[src/hw/wdog_pkg.sv]
// package: timing constants and state encoding for the window watchdog supervisor
package wdog_pkg;
    // ************************************************************
    // clock and timing
    // ************************************************************
    localparam int unsigned CLK_HZ          = 100_000_000;
    localparam int unsigned CLK_PERIOD_NS   = 10;
    localparam int unsigned RESET_DELAY_MS  = 200;   // reset delay period, typical
    localparam int unsigned SELECT_EVAL_US  = 381;   // select_evaluation_period
    localparam int unsigned MIN_PULSE_US    = 1;     // least pulse on manual reset / enable
    localparam int unsigned RESET_DELAY_CYC = RESET_DELAY_MS * (CLK_HZ / 1000);
    localparam int unsigned SELECT_EVAL_CYC = SELECT_EVAL_US * (CLK_HZ / 1_000_000);
    localparam int unsigned MIN_PULSE_CYC   = MIN_PULSE_US * (CLK_HZ / 1_000_000);
    // preset window bounds used when no capacitor is fitted (plain defaults)
    localparam int unsigned PRESET_LOWER_CYC = 100_000;
    localparam int unsigned PRESET_UPPER_CYC = 1_000_000;
    localparam int unsigned CNT_W            = 32;

    // ************************************************************
    // watchdog states
    // ************************************************************
    typedef enum logic [1:0] {
        ST_INIT  = 2'b00,
        ST_WATCH = 2'b01,
        ST_FAULT = 2'b10
    } wd_state_e;
endpackage : wdog_pkg

[src/hw/pin_sync.sv]
// three-stage pin synchroniser with agreement of the last two stages
module pin_sync (
    input  wire logic clk,     // system clock
    input  wire logic resetn,  // synchronous reset, active low
    input  wire logic pin_in,  // raw asynchronous pin
    input  wire logic rst_val, // level held during reset
    output logic      level    // filtered level
);
    logic s1_q;
    logic s2_q;
    logic s3_q;

    // first stage feeds only the second; a change counts once stages two and three agree
    // reset loads the idle level of the pin, so no false edge follows reset
    always_ff @(posedge clk) begin
        if (!resetn) begin
            s1_q  <= rst_val;
            s2_q  <= rst_val;
            s3_q  <= rst_val;
            level <= rst_val;
        end else begin
            s1_q <= pin_in;
            s2_q <= s1_q;
            s3_q <= s2_q;
            if (s2_q == s3_q) begin
                level <= s3_q;
            end
        end
    end
endmodule // pin_sync

[src/hw/window_watchdog_supervisor.sv]
// window watchdog with manual-reset delay and open-drain fault output
module window_watchdog_supervisor
    import wdog_pkg::*;
#(
    parameter int unsigned RESET_DELAY = RESET_DELAY_CYC,  // reset delay in cycles
    parameter int unsigned SELECT_EVAL = SELECT_EVAL_CYC,  // select evaluation in cycles
    parameter int unsigned LOWER_PRE   = PRESET_LOWER_CYC, // preset lower bound
    parameter int unsigned UPPER_PRE   = PRESET_UPPER_CYC, // preset upper bound
    parameter int unsigned LOWER_CAP   = PRESET_LOWER_CYC, // lower bound, capacitor mode
    parameter int unsigned UPPER_CAP   = 2 * PRESET_UPPER_CYC // upper bound, capacitor mode
) (
    input  wire logic clk,                   // 100 MHz clock
    input  wire logic resetn,                // synchronous reset, active low
    input  wire logic watchdog_enable_input, // pin, low disables watchdog
    input  wire logic watchdog_kick_input,   // pin, falling edge kicks
    input  wire logic manual_reset_input,    // pin, low forces reset
    input  wire logic timeout_select_pin,    // pin, high selects preset timeouts
    output logic      reset_out_n,           // system reset, low = reset
    output logic      wdo_o,                 // fault pin output value, always 0
    output logic      wdo_oe                 // fault pin enable, high = pull low
);
    // ************************************************************
    // input synchronisers
    // ************************************************************
    logic en_s;
    logic kick_s;
    logic mr_s;
    logic sel_s;

    pin_sync u_en   (.clk(clk), .resetn(resetn), .pin_in(watchdog_enable_input),
                     .rst_val(1'b1), .level(en_s));
    pin_sync u_kick (.clk(clk), .resetn(resetn), .pin_in(watchdog_kick_input),
                     .rst_val(1'b1), .level(kick_s));
    pin_sync u_mr   (.clk(clk), .resetn(resetn), .pin_in(manual_reset_input),
                     .rst_val(1'b1), .level(mr_s));
    pin_sync u_sel  (.clk(clk), .resetn(resetn), .pin_in(timeout_select_pin),
                     .rst_val(1'b1), .level(sel_s));

    // ************************************************************
    // reset output with delay
    // ************************************************************
    logic [CNT_W-1:0] rst_cnt_q;

    // reset stays low while manual reset is low and for the delay after release
    always_ff @(posedge clk) begin
        if (!resetn) begin
            rst_cnt_q   <= '0;
            reset_out_n <= 1'b0;
        end else if (!mr_s) begin
            rst_cnt_q   <= '0;
            reset_out_n <= 1'b0;
        end else if (!reset_out_n) begin
            if (rst_cnt_q == CNT_W'(RESET_DELAY - 1)) begin
                reset_out_n <= 1'b1;
            end else begin
                rst_cnt_q <= rst_cnt_q + 1'b1;
            end
        end
    end

    // ************************************************************
    // kick edge detect
    // ************************************************************
    logic kick_d1_q;
    logic kick_fall;

    always_ff @(posedge clk) begin
        if (!resetn) begin
            kick_d1_q <= 1'b1;
        end else begin
            kick_d1_q <= kick_s;
        end
    end
    assign kick_fall = kick_d1_q & ~kick_s;

    // ************************************************************
    // watchdog state machine
    // ************************************************************
    wd_state_e        state_q;
    logic [CNT_W-1:0] win_cnt_q;
    logic             sel_preset_q;
    logic [CNT_W-1:0] lower_b;
    logic [CNT_W-1:0] upper_b;

    // window bounds picked from the sampled select level
    assign lower_b = sel_preset_q ? CNT_W'(LOWER_PRE) : CNT_W'(LOWER_CAP);
    assign upper_b = sel_preset_q ? CNT_W'(UPPER_PRE) : CNT_W'(UPPER_CAP);

    // the select pin is sampled once after resetn, so a later change needs resetn, not a manual reset, to take effect
    always_ff @(posedge clk) begin
        if (!resetn) begin
            state_q      <= ST_INIT;
            win_cnt_q    <= '0;
            sel_preset_q <= 1'b1;
            wdo_oe       <= 1'b0;
        end else if (!reset_out_n || !mr_s) begin
            // reset low: fault released, window restarts afterwards
            // manual reset drops the fault on the same edge as the reset output, never later
            wdo_oe    <= 1'b0;
            win_cnt_q <= '0;
            if (state_q != ST_INIT) begin
                state_q <= ST_WATCH;
            end
        end else begin
            unique case (state_q)
                ST_INIT: begin
                    if (win_cnt_q == CNT_W'(SELECT_EVAL - 1)) begin
                        sel_preset_q <= sel_s;
                        win_cnt_q    <= '0;
                        state_q      <= ST_WATCH;
                    end else begin
                        win_cnt_q <= win_cnt_q + 1'b1;
                    end
                end
                ST_WATCH: begin
                    if (!en_s) begin
                        win_cnt_q <= '0;
                    end else if (kick_fall && win_cnt_q < lower_b) begin
                        state_q   <= ST_FAULT;             // early kick
                        wdo_oe    <= 1'b1;
                        win_cnt_q <= '0;
                    end else if (kick_fall) begin
                        win_cnt_q <= '0;                   // valid kick
                    end else if (win_cnt_q >= upper_b - 1'b1) begin
                        state_q   <= ST_FAULT;             // no kick in time
                        wdo_oe    <= 1'b1;
                        win_cnt_q <= '0;
                    end else begin
                        win_cnt_q <= win_cnt_q + 1'b1;
                    end
                end
                ST_FAULT: begin
                    // kicks ignored while the fault is shown
                    if (win_cnt_q == CNT_W'(RESET_DELAY - 1)) begin
                        wdo_oe    <= 1'b0;
                        win_cnt_q <= '0;
                        state_q   <= ST_WATCH;
                    end else begin
                        win_cnt_q <= win_cnt_q + 1'b1;
                    end
                end
                default: begin
                    state_q   <= ST_WATCH;
                    win_cnt_q <= '0;
                    wdo_oe    <= 1'b0;
                end
            endcase
        end
    end

    // open drain: value is always low, only the enable moves
    always_ff @(posedge clk) begin
        wdo_o <= 1'b0;
    end

    // ************************************************************
    // assertions
    // ************************************************************
    fault_needs_reset_a: assert property (@(posedge clk) disable iff (!resetn)
        wdo_oe |-> reset_out_n)
        else $error("fault asserted while reset output low");

    reset_drops_fault_a: assert property (@(posedge clk) disable iff (!resetn)
        !reset_out_n |=> !wdo_oe)
        else $error("fault not released after reset low");

    disable_no_fault_a: assert property (@(posedge clk) disable iff (!resetn)
        (state_q == ST_WATCH && !en_s && !wdo_oe) |=> !wdo_oe)
        else $error("fault raised while disabled");

    fault_enter_a: assert property (@(posedge clk) disable iff (!resetn)
        (state_q == ST_FAULT) |-> wdo_oe || !reset_out_n || win_cnt_q == '0)
        else $error("fault state without driven fault output");

    fault_release_a: assert property (@(posedge clk) disable iff (!resetn)
        $fell(wdo_oe) |-> !$past(reset_out_n) || !reset_out_n
            || $past(win_cnt_q) == CNT_W'(RESET_DELAY - 1))
        else $error("fault released early");

    mr_forces_reset_a: assert property (@(posedge clk) disable iff (!resetn)
        !mr_s |=> !reset_out_n)
        else $error("manual reset did not force reset");

    reset_delay_a: assert property (@(posedge clk) disable iff (!resetn)
        $rose(reset_out_n) |-> $past(rst_cnt_q) == CNT_W'(RESET_DELAY - 1))
        else $error("reset output released before the delay");

    disable_holds_a: assert property (@(posedge clk) disable iff (!resetn)
        (state_q == ST_WATCH && !en_s) |=> win_cnt_q == '0)
        else $error("window ran while watchdog disabled");

    kick_restart_a: assert property (@(posedge clk) disable iff (!resetn)
        (state_q == ST_WATCH && reset_out_n && en_s && kick_fall) |=> win_cnt_q == '0)
        else $error("valid kick did not restart window");

    early_kick_a: assert property (@(posedge clk) disable iff (!resetn)
        (state_q == ST_WATCH && reset_out_n && mr_s && en_s && kick_fall
            && win_cnt_q < lower_b) |=> wdo_oe)
        else $error("early kick not treated as timeout");

    fault_ignores_kick_a: assert property (@(posedge clk) disable iff (!resetn)
        (state_q == ST_FAULT && reset_out_n && win_cnt_q != CNT_W'(RESET_DELAY - 1))
            |=> state_q == ST_FAULT || !reset_out_n)
        else $error("kick acted during fault");

    select_sample_a: assert property (@(posedge clk) disable iff (!resetn)
        (state_q == ST_INIT && reset_out_n && mr_s
            && win_cnt_q == CNT_W'(SELECT_EVAL - 1))
            |=> sel_preset_q == $past(sel_s))
        else $error("select not sampled at end of evaluation");
endmodule // window_watchdog_supervisor

[config.mk]
export PLATFORM = sky130hd
export DESIGN_NAME = window_watchdog_supervisor
export DESIGN_NICKNAME = d
export VERILOG_FILES = /design/src/hw/wdog_pkg.sv /design/src/hw/pin_sync.sv /design/src/hw/window_watchdog_supervisor.sv
export SDC_FILE = /design/constraint.sdc
export NUM_CORES = 1
export LEC_CHECK = 0
export ABC_AREA = 0
export BUFFER_PORTS_ARGS = -buffer_cell sky130_fd_sc_hd__buf_2
export CORE_ASPECT_RATIO = 1.1
export CORE_MARGIN = 4
export CORE_UTILIZATION = 60
export DETAILED_ROUTE_END_ITERATION = 6
export PLACE_DENSITY = 0.77
export SLEW_MARGIN = 25
export SYNTH_ARGS = -nofsm -noshare
export SYNTH_HDL_FRONTEND = slang
export SYNTH_SLANG_ARGS = --single-unit
[constraint.sdc]
create_clock -name clk -period 2.4 [get_ports clk]
set_input_delay 0 -clock clk [delete_from_list [all_inputs] [get_ports clk]]
set_output_delay 0 -clock clk [all_outputs]
set_load 0.02 [all_outputs]
## Word level (Yosys, flattened, before mapping)

Index checks and enable logic that the tools add are counted.

| word-level totals | value |
|---|---|
| bits in registers | 86 |
| bits in latches | 0 |
| bits in writable memories | 0 |
| ROM bits | 0 |
| bits of input ports | 6 |
| output and inout bits | 3 |
| logic and storage cells | 91 |
| memories | 0 |

| operators by class | value |
|---|---|
| $add $sub $neg | 3 |
| multipliers | 0 |
| divide/modulo/power cells | 0 |
| magnitude comparators | 2 |
| equality and inequality tests | 19 |
| shift operators | 0 |
| muxes and demuxes | 25 |
| bitwise operators | 7 |
| reduce and logical (&&, ||, !) cells | 12 |

Operators with widths:

| operator | count |
|---|---|
| $mux W32 | 6 |
| $pmux W32 S3 | 1 |
| $add A32 B1 Y32 const B | 2 |
| $eq A32 B25 Y1 const B | 2 |
| $eq A32 B16 Y1 const B | 1 |
| $ge A32 B32 Y1 | 1 |
| $lt A32 B17 Y1 const B | 1 |
| $sub A21 B1 Y22 const B | 1 |
| $mux W21 | 1 |
| $mux W2 | 8 |
| $ne A3 B3 Y1 const B | 4 |
| $ne A4 B4 Y1 const B | 2 |
| $mux W1 | 7 |
| $not A1 Y1 | 6 |
| $pmux W2 S3 | 1 |
| $reduce_and A6 Y1 | 1 |
| $reduce_and A5 Y1 | 1 |
| $eq A1 B1 Y1 | 4 |
| $ne A2 B1 Y1 const B | 2 |
| $reduce_and A2 Y1 | 2 |
| $ne A3 B2 Y1 const B | 1 |
| $pmux W1 S3 | 1 |
| $reduce_and A3 Y1 | 1 |
| $eq A2 B1 Y1 const B | 1 |
| 9 further kinds | 10 |

## Longest topological paths before layout

Gate-level depths: netlist of run 1.

| logic depth | value |
|---|---|
| word-level depth | 9 |
| mapped depth | 9 |
| gate-level depth less buffers | 8 |

## Hierarchy

A second synthesis of run 1 with hierarchy kept.

| second synthesis, totals | value |
|---|---|
| cells, all modules | 531 |
| area total of the unflattened synthesis | 4411.7 um^2 |

By module, submodules not included:

| module | times used | cells each | area each (um^2) | sequential area each (um^2) |
|---|---|---|---|---|
| window_watchdog_supervisor | 1 | 471 | 3826.2 | 1401.3 |
| pin_sync | 4 | 15 | 146.4 | 90.1 |

## Worst setup path before layout of run 1

Ideal clock, no wire load.

| path | value |
|---|---|
| kind | reg-to-reg |
| start point | reg sel_preset_q |
| end point | reg state_q[0] |
| library setup time | 0.119 ns |
| arrival | 1.937 ns |
| required time | 2.281 ns |
| path slack | 0.345 ns |
| stages on the path, launching flop included | 9 |
| path buffers | 0 |
| clock period less this slack | 2.055 ns |
| cells stage by stage | dfxtp_1 inv_1 ha_1 a2111o_1 a31oi_1 or4_1 o2111ai_1 a21oi_1 o221a_2 |

| between the ends | value |
|---|---|
| cells in the longest elaborated chain, start to end | 5 |

Ends and longest elaborated chain:

| what | RTL line | text |
|---|---|---|
| start: declaration | window_watchdog_supervisor.sv:81 | `logic sel_preset_q;` |
| start signal: assignment | window_watchdog_supervisor.sv:108 | `sel_preset_q <= sel_s;` |
| $mux W21 | window_watchdog_supervisor.sv:87 | `assign upper_b = sel_preset_q ? CNT_W'(UPPER_PRE) : CNT_W'(UPPER_CAP);` |
| $sub A21 B1 Y22 | window_watchdog_supervisor.sv:124 | `end else if (win_cnt_q >= upper_b - 1'b1) begin` |
| $ge A32 B32 Y1 | window_watchdog_supervisor.sv:124 |  |
| $ne A4 B4 Y1 (no line) | n/a |  |
| $reduce_and A6 Y1 (no line) | n/a |  |
| end signal: assignment | window_watchdog_supervisor.sv:119 | `state_q <= ST_FAULT;` |
| end signal: assignment | window_watchdog_supervisor.sv:125 | `state_q <= ST_FAULT;` |
| end signal: assignment | window_watchdog_supervisor.sv:137 | `state_q <= ST_WATCH;` |
| end: declaration | window_watchdog_supervisor.sv:79 | `wd_state_e state_q;` |

Every way passes these cells.
A chain may end at the register's enable or synchronous reset.

## Worst setup path after layout of run 1

| path | value |
|---|---|
| start point | reg win_cnt_q[26] |
| end point | reg win_cnt_q[20] |

| between the ends | value |
|---|---|
| cells in the longest elaborated chain, start to end | 6 |
| elaborated cells between the ends (all ways) | 12 |
| those cells by class | order compare (2); eq/ne (2); mux (7); reduce/logical (1) |

Ends and longest elaborated chain:

| what | RTL line | text |
|---|---|---|
| start: declaration | window_watchdog_supervisor.sv:80 | `logic [CNT_W-1:0] win_cnt_q;` |
| start signal: assignment | window_watchdog_supervisor.sv:112 | `win_cnt_q <= win_cnt_q + 1'b1;` |
| start signal: assignment | window_watchdog_supervisor.sv:129 | `win_cnt_q <= win_cnt_q + 1'b1;` |
| start signal: assignment | window_watchdog_supervisor.sv:139 | `win_cnt_q <= win_cnt_q + 1'b1;` |
| $ge A32 B32 Y1 | window_watchdog_supervisor.sv:124 |  |
| $mux W32 | window_watchdog_supervisor.sv:124 |  |
| $mux W32 | window_watchdog_supervisor.sv:122 | `end else if (kick_fall) begin` |
| $mux W32 | window_watchdog_supervisor.sv:118 | `end else if (kick_fall && win_cnt_q < lower_b) begin` |
| $mux W32 | window_watchdog_supervisor.sv:116 | `if (!en_s) begin` |
| $pmux W32 S3 (*) | window_watchdog_supervisor.sv:105 | `unique case (state_q)` |

Mark *: on every way between the ends. The rest lies on a longest branch, timed or not.

==> results of run 1 <==
-- worst paths after layout --
kind / startpoint / end / slack (ps)
min reg2reg: u_kick.s1_q / u_kick.s2_q / 410
min: u_kick.s1_q / u_kick.s2_q / 410
max reg2reg: win_cnt_q[26] / win_cnt_q[20] / 110
max: win_cnt_q[26] / win_cnt_q[20] / 110
-- cell families (layout without fill, tap and decap cells) --
family,count (synthesis),count (layout),synth area share [%]
other,1,1,0.0956
AOI/OAI and AO/OA,44,44,6.99
xor gates and xnor gates,54,54,12.1
and+or+nand+nor,233,233,30.8
DFF,86,86,43.9
muxes,2,2,0.510
adders and majority gates,9,9,2.87
buffers and inverters,22,54,2.78
-- worst register-to-register path, delay by kind of cell, from the launching register on --
family	cells	cell delay, ps
and+or+nand+nor	4	1110
AOI/OAI and AO/OA	2	540
DFF	1	340
buffers and inverters	1	180
-- report_power, final --
group	switching, mW	leakage [nW]	internal [mW]
logic	0.0256	0.741	0.0238
registers	0.00773	0.696	1.44
clock network	0.520	0.0748	0.372
-- layout make-up --
cell class | count | area (um2) | share of cell area, %
clock buffer | 10 | 128 | 2.94
clock inverter | 5 | 36.3 | 0.835
inverter | 8 | 30.0 | 0.691
multi-input combinational | 343 | 2090 | 48.1
sequential | 86 | 1720 | 39.6
tap | 80 | 100 | 2.30
timing repair buffer | 31 | 238 | 5.47
-- per-layer routing --
metal	vias up	global-route usage, %	wire length (um)
met1	1489	24.4	3470
met2	55	36.3	3830
met4	0	11.1	193
met3	21	3.91	236
li1	1623	-	-
met5	-	0	0
-- cell usage after synthesis (all sizes together) --
cell and n:
clkbuf 10, a21o 1, o22ai 1, or3 10
mux2i 2, nand2b 15, nand4b 3, nor4b 2
nor3 9, xnor2 17, nand2 31, and2 5
or2 2, nor2 75, a31oi 6, ha 9
o221a 1, a211o 1, o22a 1, and4 8
and3 6, nor2b 2, a21oi 15, buf 4
o2111ai 2, a2111o 1, or4bb 2, nor4 9
nand3 32, nand4 16, dfxtp 86, xor2 37
conb 1, o21ai 15, inv 8, or4b 2
or4 4
-- through the flow --
stage	instance area, um2	std cells
3_5_place_dp	4090	539
6_report	4350	563
3_3_place_gp	4090	539
2_1_floorplan	3920	451
5_1_grt	4350	563
4_1_cts	4350	563
-- what timing repair did --
action / in CTS / in global routing
setup endpoints to repair: 0 / 0
hold buffers: 9 / 0
resized for setup: 0 / 0
endpoints found under the hold margin: 18 / 0
==> metrics.md, run 1 <==
| Metric | Value |
|---|---|
| Status | complete, no violations |
| Top area cells in the synthesized netlist | dfxtp_1 (44%), xor2_1 (8.3%), nor2_1 (7.2%), nand3_1 (4.1%), xnor2_1 (3.8%) |
| RSZ-0062 raised after global routing | false |
| Seq/Total Area, Yosys | 43.9% |
| Final Skew | 11.4 ps |
| Largest area contributor in the netlist | dfxtp_1 |
| Final TNS setup | 0 ps |
| WP buf/inv | 1 |
| Drt first pass iters | 4 |
| Critical Path RT | 2640 ps |
| GRT Resource Usage Total | 21.0% |
| Delay-heaviest family, CP | simple AND/OR/NAND/NOR gates |
| Clk_lat worst skew | 360 ps |
| # H-tree levels | 3 |
| Row count | 30 |
| Syn_nets | about 470 |
| I/O pins | 9 |
| R2R depth | 7 |
| Layout cell share with drive strength beyond 1 | 9.11% |
| Post-DP HPWL | roughly 5.3 mm |
| Minimum clock period | 2290 ps |
| Wirelength per Cell | about 14 um |
| Crit path largest cell delay | 560 ps |
| Die ar. | 7900 um2 |
| Relative max-transition margin | 51.2% |
| Vias/cell | 5.66 |
| CTS root buf | clkbuf_8 |
| Hold path cells | 1 |
| Core area | ~6300 um2 |
| Gr ovfl total | 0 |
| Slowest-stage cell, CP | or4_1 |
| Fin crit share | 95.2% |
| FF+latch count, synth | 86 |
| Commonest non-fill, non-tap cell in the layout | dfxtp_1 |
| Fill cells | 519 |
| IO Port Bufs | 7 |
| Post-Syn Area per Cell | about 8.7 um2 |
| Fin nets | 494 |
| Pwr/cell area | 549 nW/um2 |
| Vias in the first global route | 3,136 |
| Die Span X | 85.1 um |
| Pre-CTS WS | 114 ps |
| CP Max Fanout | 32 |
| Most frequent cells in the layout | dfxtp_1 (86), nor2_1 (75), xor2_1 (37) |
| Largest net degree at the start of global routing | 33 |
| Post-route ant nets | 0 |
| Fmax | 438 MHz |
| DRC errors left | 0 |
| Ys Warns | 0 |
| Max-Cap Viols | 0 |
| Crit path kind | reg -> reg |
| Cell Chain, Critical Path | or4_1 -> nor4_2 -> buf_4 -> and3_1 -> a21o_1 -> o22a_4 -> nor2_1 |
| Final Util | 69.3% |
| CP Launch Type | flip-flop |
| Initial Util | 62.6% |
| Chip Height | between 90 and 100 um |
| Number of max-slew violations in the final report | 0 |
| Initial DRC Count | around 150 |
| Initial antenna violation count | 0 |
| Min Hold Slack | 413 ps |
| Global-route wire length before repair | 13.5 mm |
| Clock Tree Buf Depth | 2 |
| Lkg Pwr | between 1.5 and 2 nW |
| Total Wirelength | 7.73 mm |
| Worst ir drop on vdd | 0.000369 V |
| Setup ws final | 115 ps |
| Yosys cell types | 42 |
| Hold Crit Class | reg -> reg |
| Ant diodes | 0 |
| CTS tree | done |
| Final setup fails | 0 |
| Syn-to-layout area delta | 10.8% |
| Cell count after synthesis | between 400 and 500 |
| Worst setup EP type | flip-flop |
| Clk slew on worst S/H paths | 90 ps |
| Netlist Area Pre-Place | just under 4000 um2 |
| PnR Total Power | 2.39 mW |
| CTS sink count | 86 |
| Slew at the pin closest to its max-slew limit | 729 ps |
| Via count | 3,188 |
| GP Congestion | 0.842 |
| Area share of the leading cell type in the synthesized netlist | 43.9% |
| WP depth | 7 |
| Final Hold Viols | 0 |
| CTS buffer count | 9 |
| Biggest regs | rst_cnt_q x32, win_cnt_q x32, state_q x2 |
| Arr. time, crit path | 2520 ps |
| Post-CTS Setup Bufs | 0 |
No activity file was read; power rests on OpenSTA's default activity.
==> inputs of run 2 (changes only) <==
--- a/config.mk
+++ b/config.mk
@@ -9,9 +9,9 @@
 export BUFFER_PORTS_ARGS = -buffer_cell sky130_fd_sc_hd__buf_2
 export CORE_ASPECT_RATIO = 1.1
 export CORE_MARGIN = 4
-export CORE_UTILIZATION = 60
+export CORE_UTILIZATION = 56
 export DETAILED_ROUTE_END_ITERATION = 6
-export PLACE_DENSITY = 0.77
+export PLACE_DENSITY = 0.75
 export SLEW_MARGIN = 25
 export SYNTH_ARGS = -nofsm -noshare
 export SYNTH_HDL_FRONTEND = slang
==> constraint.sdc (replaced) <==
create_clock -name clk -period 2.01 [get_ports clk]
set_input_delay 0 -clock clk [delete_from_list [all_inputs] [get_ports clk]]
set_output_delay 0 -clock clk [all_outputs]
set_load 0.02 [all_outputs]
==> run 2 against run 1 <==
Against the previous run: sequential power is 19% higher; combinational power rose by 24%; register-to-register slack got worse by 270 ps; critical path type unchanged; the run now ends with setup timing left; sequential cell count unchanged; clock skew fell by 1.8 ps; critical endpoint is now win_cnt_q[3].
==> metrics.md, run 2 (same netlist as run 1, synthesis figures left out) <==
| Metric | Value |
|---|---|
| Core area | approximately 6700 um2 |
| Post-route cell area | between 5000 and 6000 um2 |
| Relative max-transition margin | approximately 63% |
| Fin nets | 540 |
| Slew at the pin closest to its max-slew limit | 548 ps |
| Cell Chain, Critical Path | or3_1 -> nor4_1 -> nand4_1 -> nand2b_1 -> o22a_4 -> clkbuf_16 -> nor2_1 |
| I/O pins | 9 |
| Minimum clock period | 2170 ps |
| Clk_lat worst skew | 360 ps |
| Setup ws final | -159 ps |
| Critical Path RT | 2270 ps |
| CTS tree | done |
| Fmax | about 460 MHz |
| Initial DRC Count | 237 |
| Ant diodes | 0 |
| Post-DP Area | 4390 um2 |
| Crit path largest cell delay | 420 ps |
| Vias/cell | 5.84 |
| Biggest regs | rst_cnt_q x32, win_cnt_q x32, state_q x2 |
| GRT Resource Usage Total | between 20% and 30% |
| Gr ovfl total | 0 |
| Final Skew | ~9.5 ps |
| Cells after DPL | 577 |
| DRC errors left | 0 |
| Die ar. | 8410 um2 |
| Most frequent cells in the layout | dfxtp_1 (78), nor2_1 (61), buf_4 (53) |
| CP Launch Type | flip-flop |
| # H-tree levels | 3 |
| Via count | approximately 3,600 |
| Hold Crit Class | reg -> reg |
| Clock Tree Buf Depth | 2 |
| GP Congestion | between 0.8 and 0.9 |
| Wirelength per Cell | 15.9 um |
| Initial Util | 58.5% |
| Row count | 31 |
| Final Hold Viols | 0 |
| Arr. time, crit path | 2430 ps |
| CP Max Fanout | 7 |
| CTS root buf | clkbuf_8 |
| Largest net degree at the start of global routing | 34 |
| Crit path kind | reg -> reg |
| Die Span X | 87.8 um |
| Slowest-stage cell, CP | or3_1 |
| Worst setup EP type | flip-flop |
| Lkg Pwr | 1.83 nW |
| RSZ-0062 raised after global routing | true |
| Syn-to-layout area delta | 30.7% |
| Status | finished, violations left |
| Drt first pass iters | 5 |
| Post-DP HPWL | 5.74 mm |
| Initial antenna violation count | 0 |
| Clk slew on worst S/H paths | 90 ps |
| Layout cell share with drive strength beyond 1 | a little over a quarter |
| Fin crit share | 108% |
| Non-filler cells, final | between 600 and 700 |
| Number of max-slew violations in the final report | 0 |
| CTS buffer count | 9 |
| Commonest non-fill, non-tap cell in the layout | dfxtp_1 |
| Post-route ant nets | 0 |
| Pwr/cell area | 616 nW/um2 |
| Chip Height | between 90 and 100 um |
| Final setup fails | 36 |
| Global-route wire length before repair | 15.6 mm |
| Worst ir drop on vdd | 0.000608 V |
| Max-Cap Viols | 0 |
| Failing checks | setup timing |
| Total Wirelength | 9.73 mm |
| CTS sink count | 86 |
| Vias in the first global route | around 3,400 |
| IO Port Bufs | 7 |
[run 2: routing by layer]
layer / track usage [%] / vias to the layer above / part of all wire (%)
met4: 11.9 / 0 / 3.7
li1: - / 1727 / -
met5: 0 / - / 0
met1: 30.2 / 1685 / 43
met2: 38.7 / 121 / 48
met3: 3.42 / 41 / 4.7
[run 2: power by group]
group | internal (mW) | switching [mW]
combinational | 0.0297 | 0.0317
clock | 0.715 | 0.654
sequential | 1.72 | 0.00930
[run 2: critical path, delay by kind of cell (launching register included)]
family                 cells  cell delay, ps
AOI/OAI and AO/OA          1             250
buffers and inverters      1             180
DFF                        1             340
and+or+nand+nor            5            1300
[run 2: stage by stage]
stage	hold WS [ps]	setup WS [ps]	total power, mW	util [%]	TNS (ps)
final	425	-159	3.16	76.4	-4410
after global placement	184	-140	1.81	65.4	-4470
after floorplan	101	12.1	1.80	-	0
after global routing	438	-187	3.25	76.4	-6870
after detailed placement	186	-152	1.81	65.4	-4930
after CTS	426	-34.8	3.17	72.9	-651
[run 2: timing repair]
action                                  in CTS  in global routing
endpoints found under the setup margin      46                 60
pin swaps                                    9                 28
cloned                                       1                  2
hold buffers                                 9                  0
buffers inserted                             3                  4
endpoints found under the hold margin       15                  0
resized for setup                           28                 43
[run 2: area by class of cell]
class / instances / area, um2
tap: 82 / 103
timing repair buffer: 76 / 649
fill: 405 / 1580
inverter: 8 / 32.5
clock inverter: 7 / 103
sequential: 86 / 1730
clock buffer: 9 / 124
multi-input combinational: 344 / 2380
[run 2: worst paths after layout]
check	startpoint	end	slack [ps]	cells past startpoint
hold reg to reg	u_kick.s1_q	u_kick.s2_q	430	1
setup reg to reg	win_cnt_q[17]	win_cnt_q[3]	-160	7
setup / recovery	win_cnt_q[17]	win_cnt_q[3]	-160	7
hold / removal	u_kick.s1_q	u_kick.s2_q	430	1
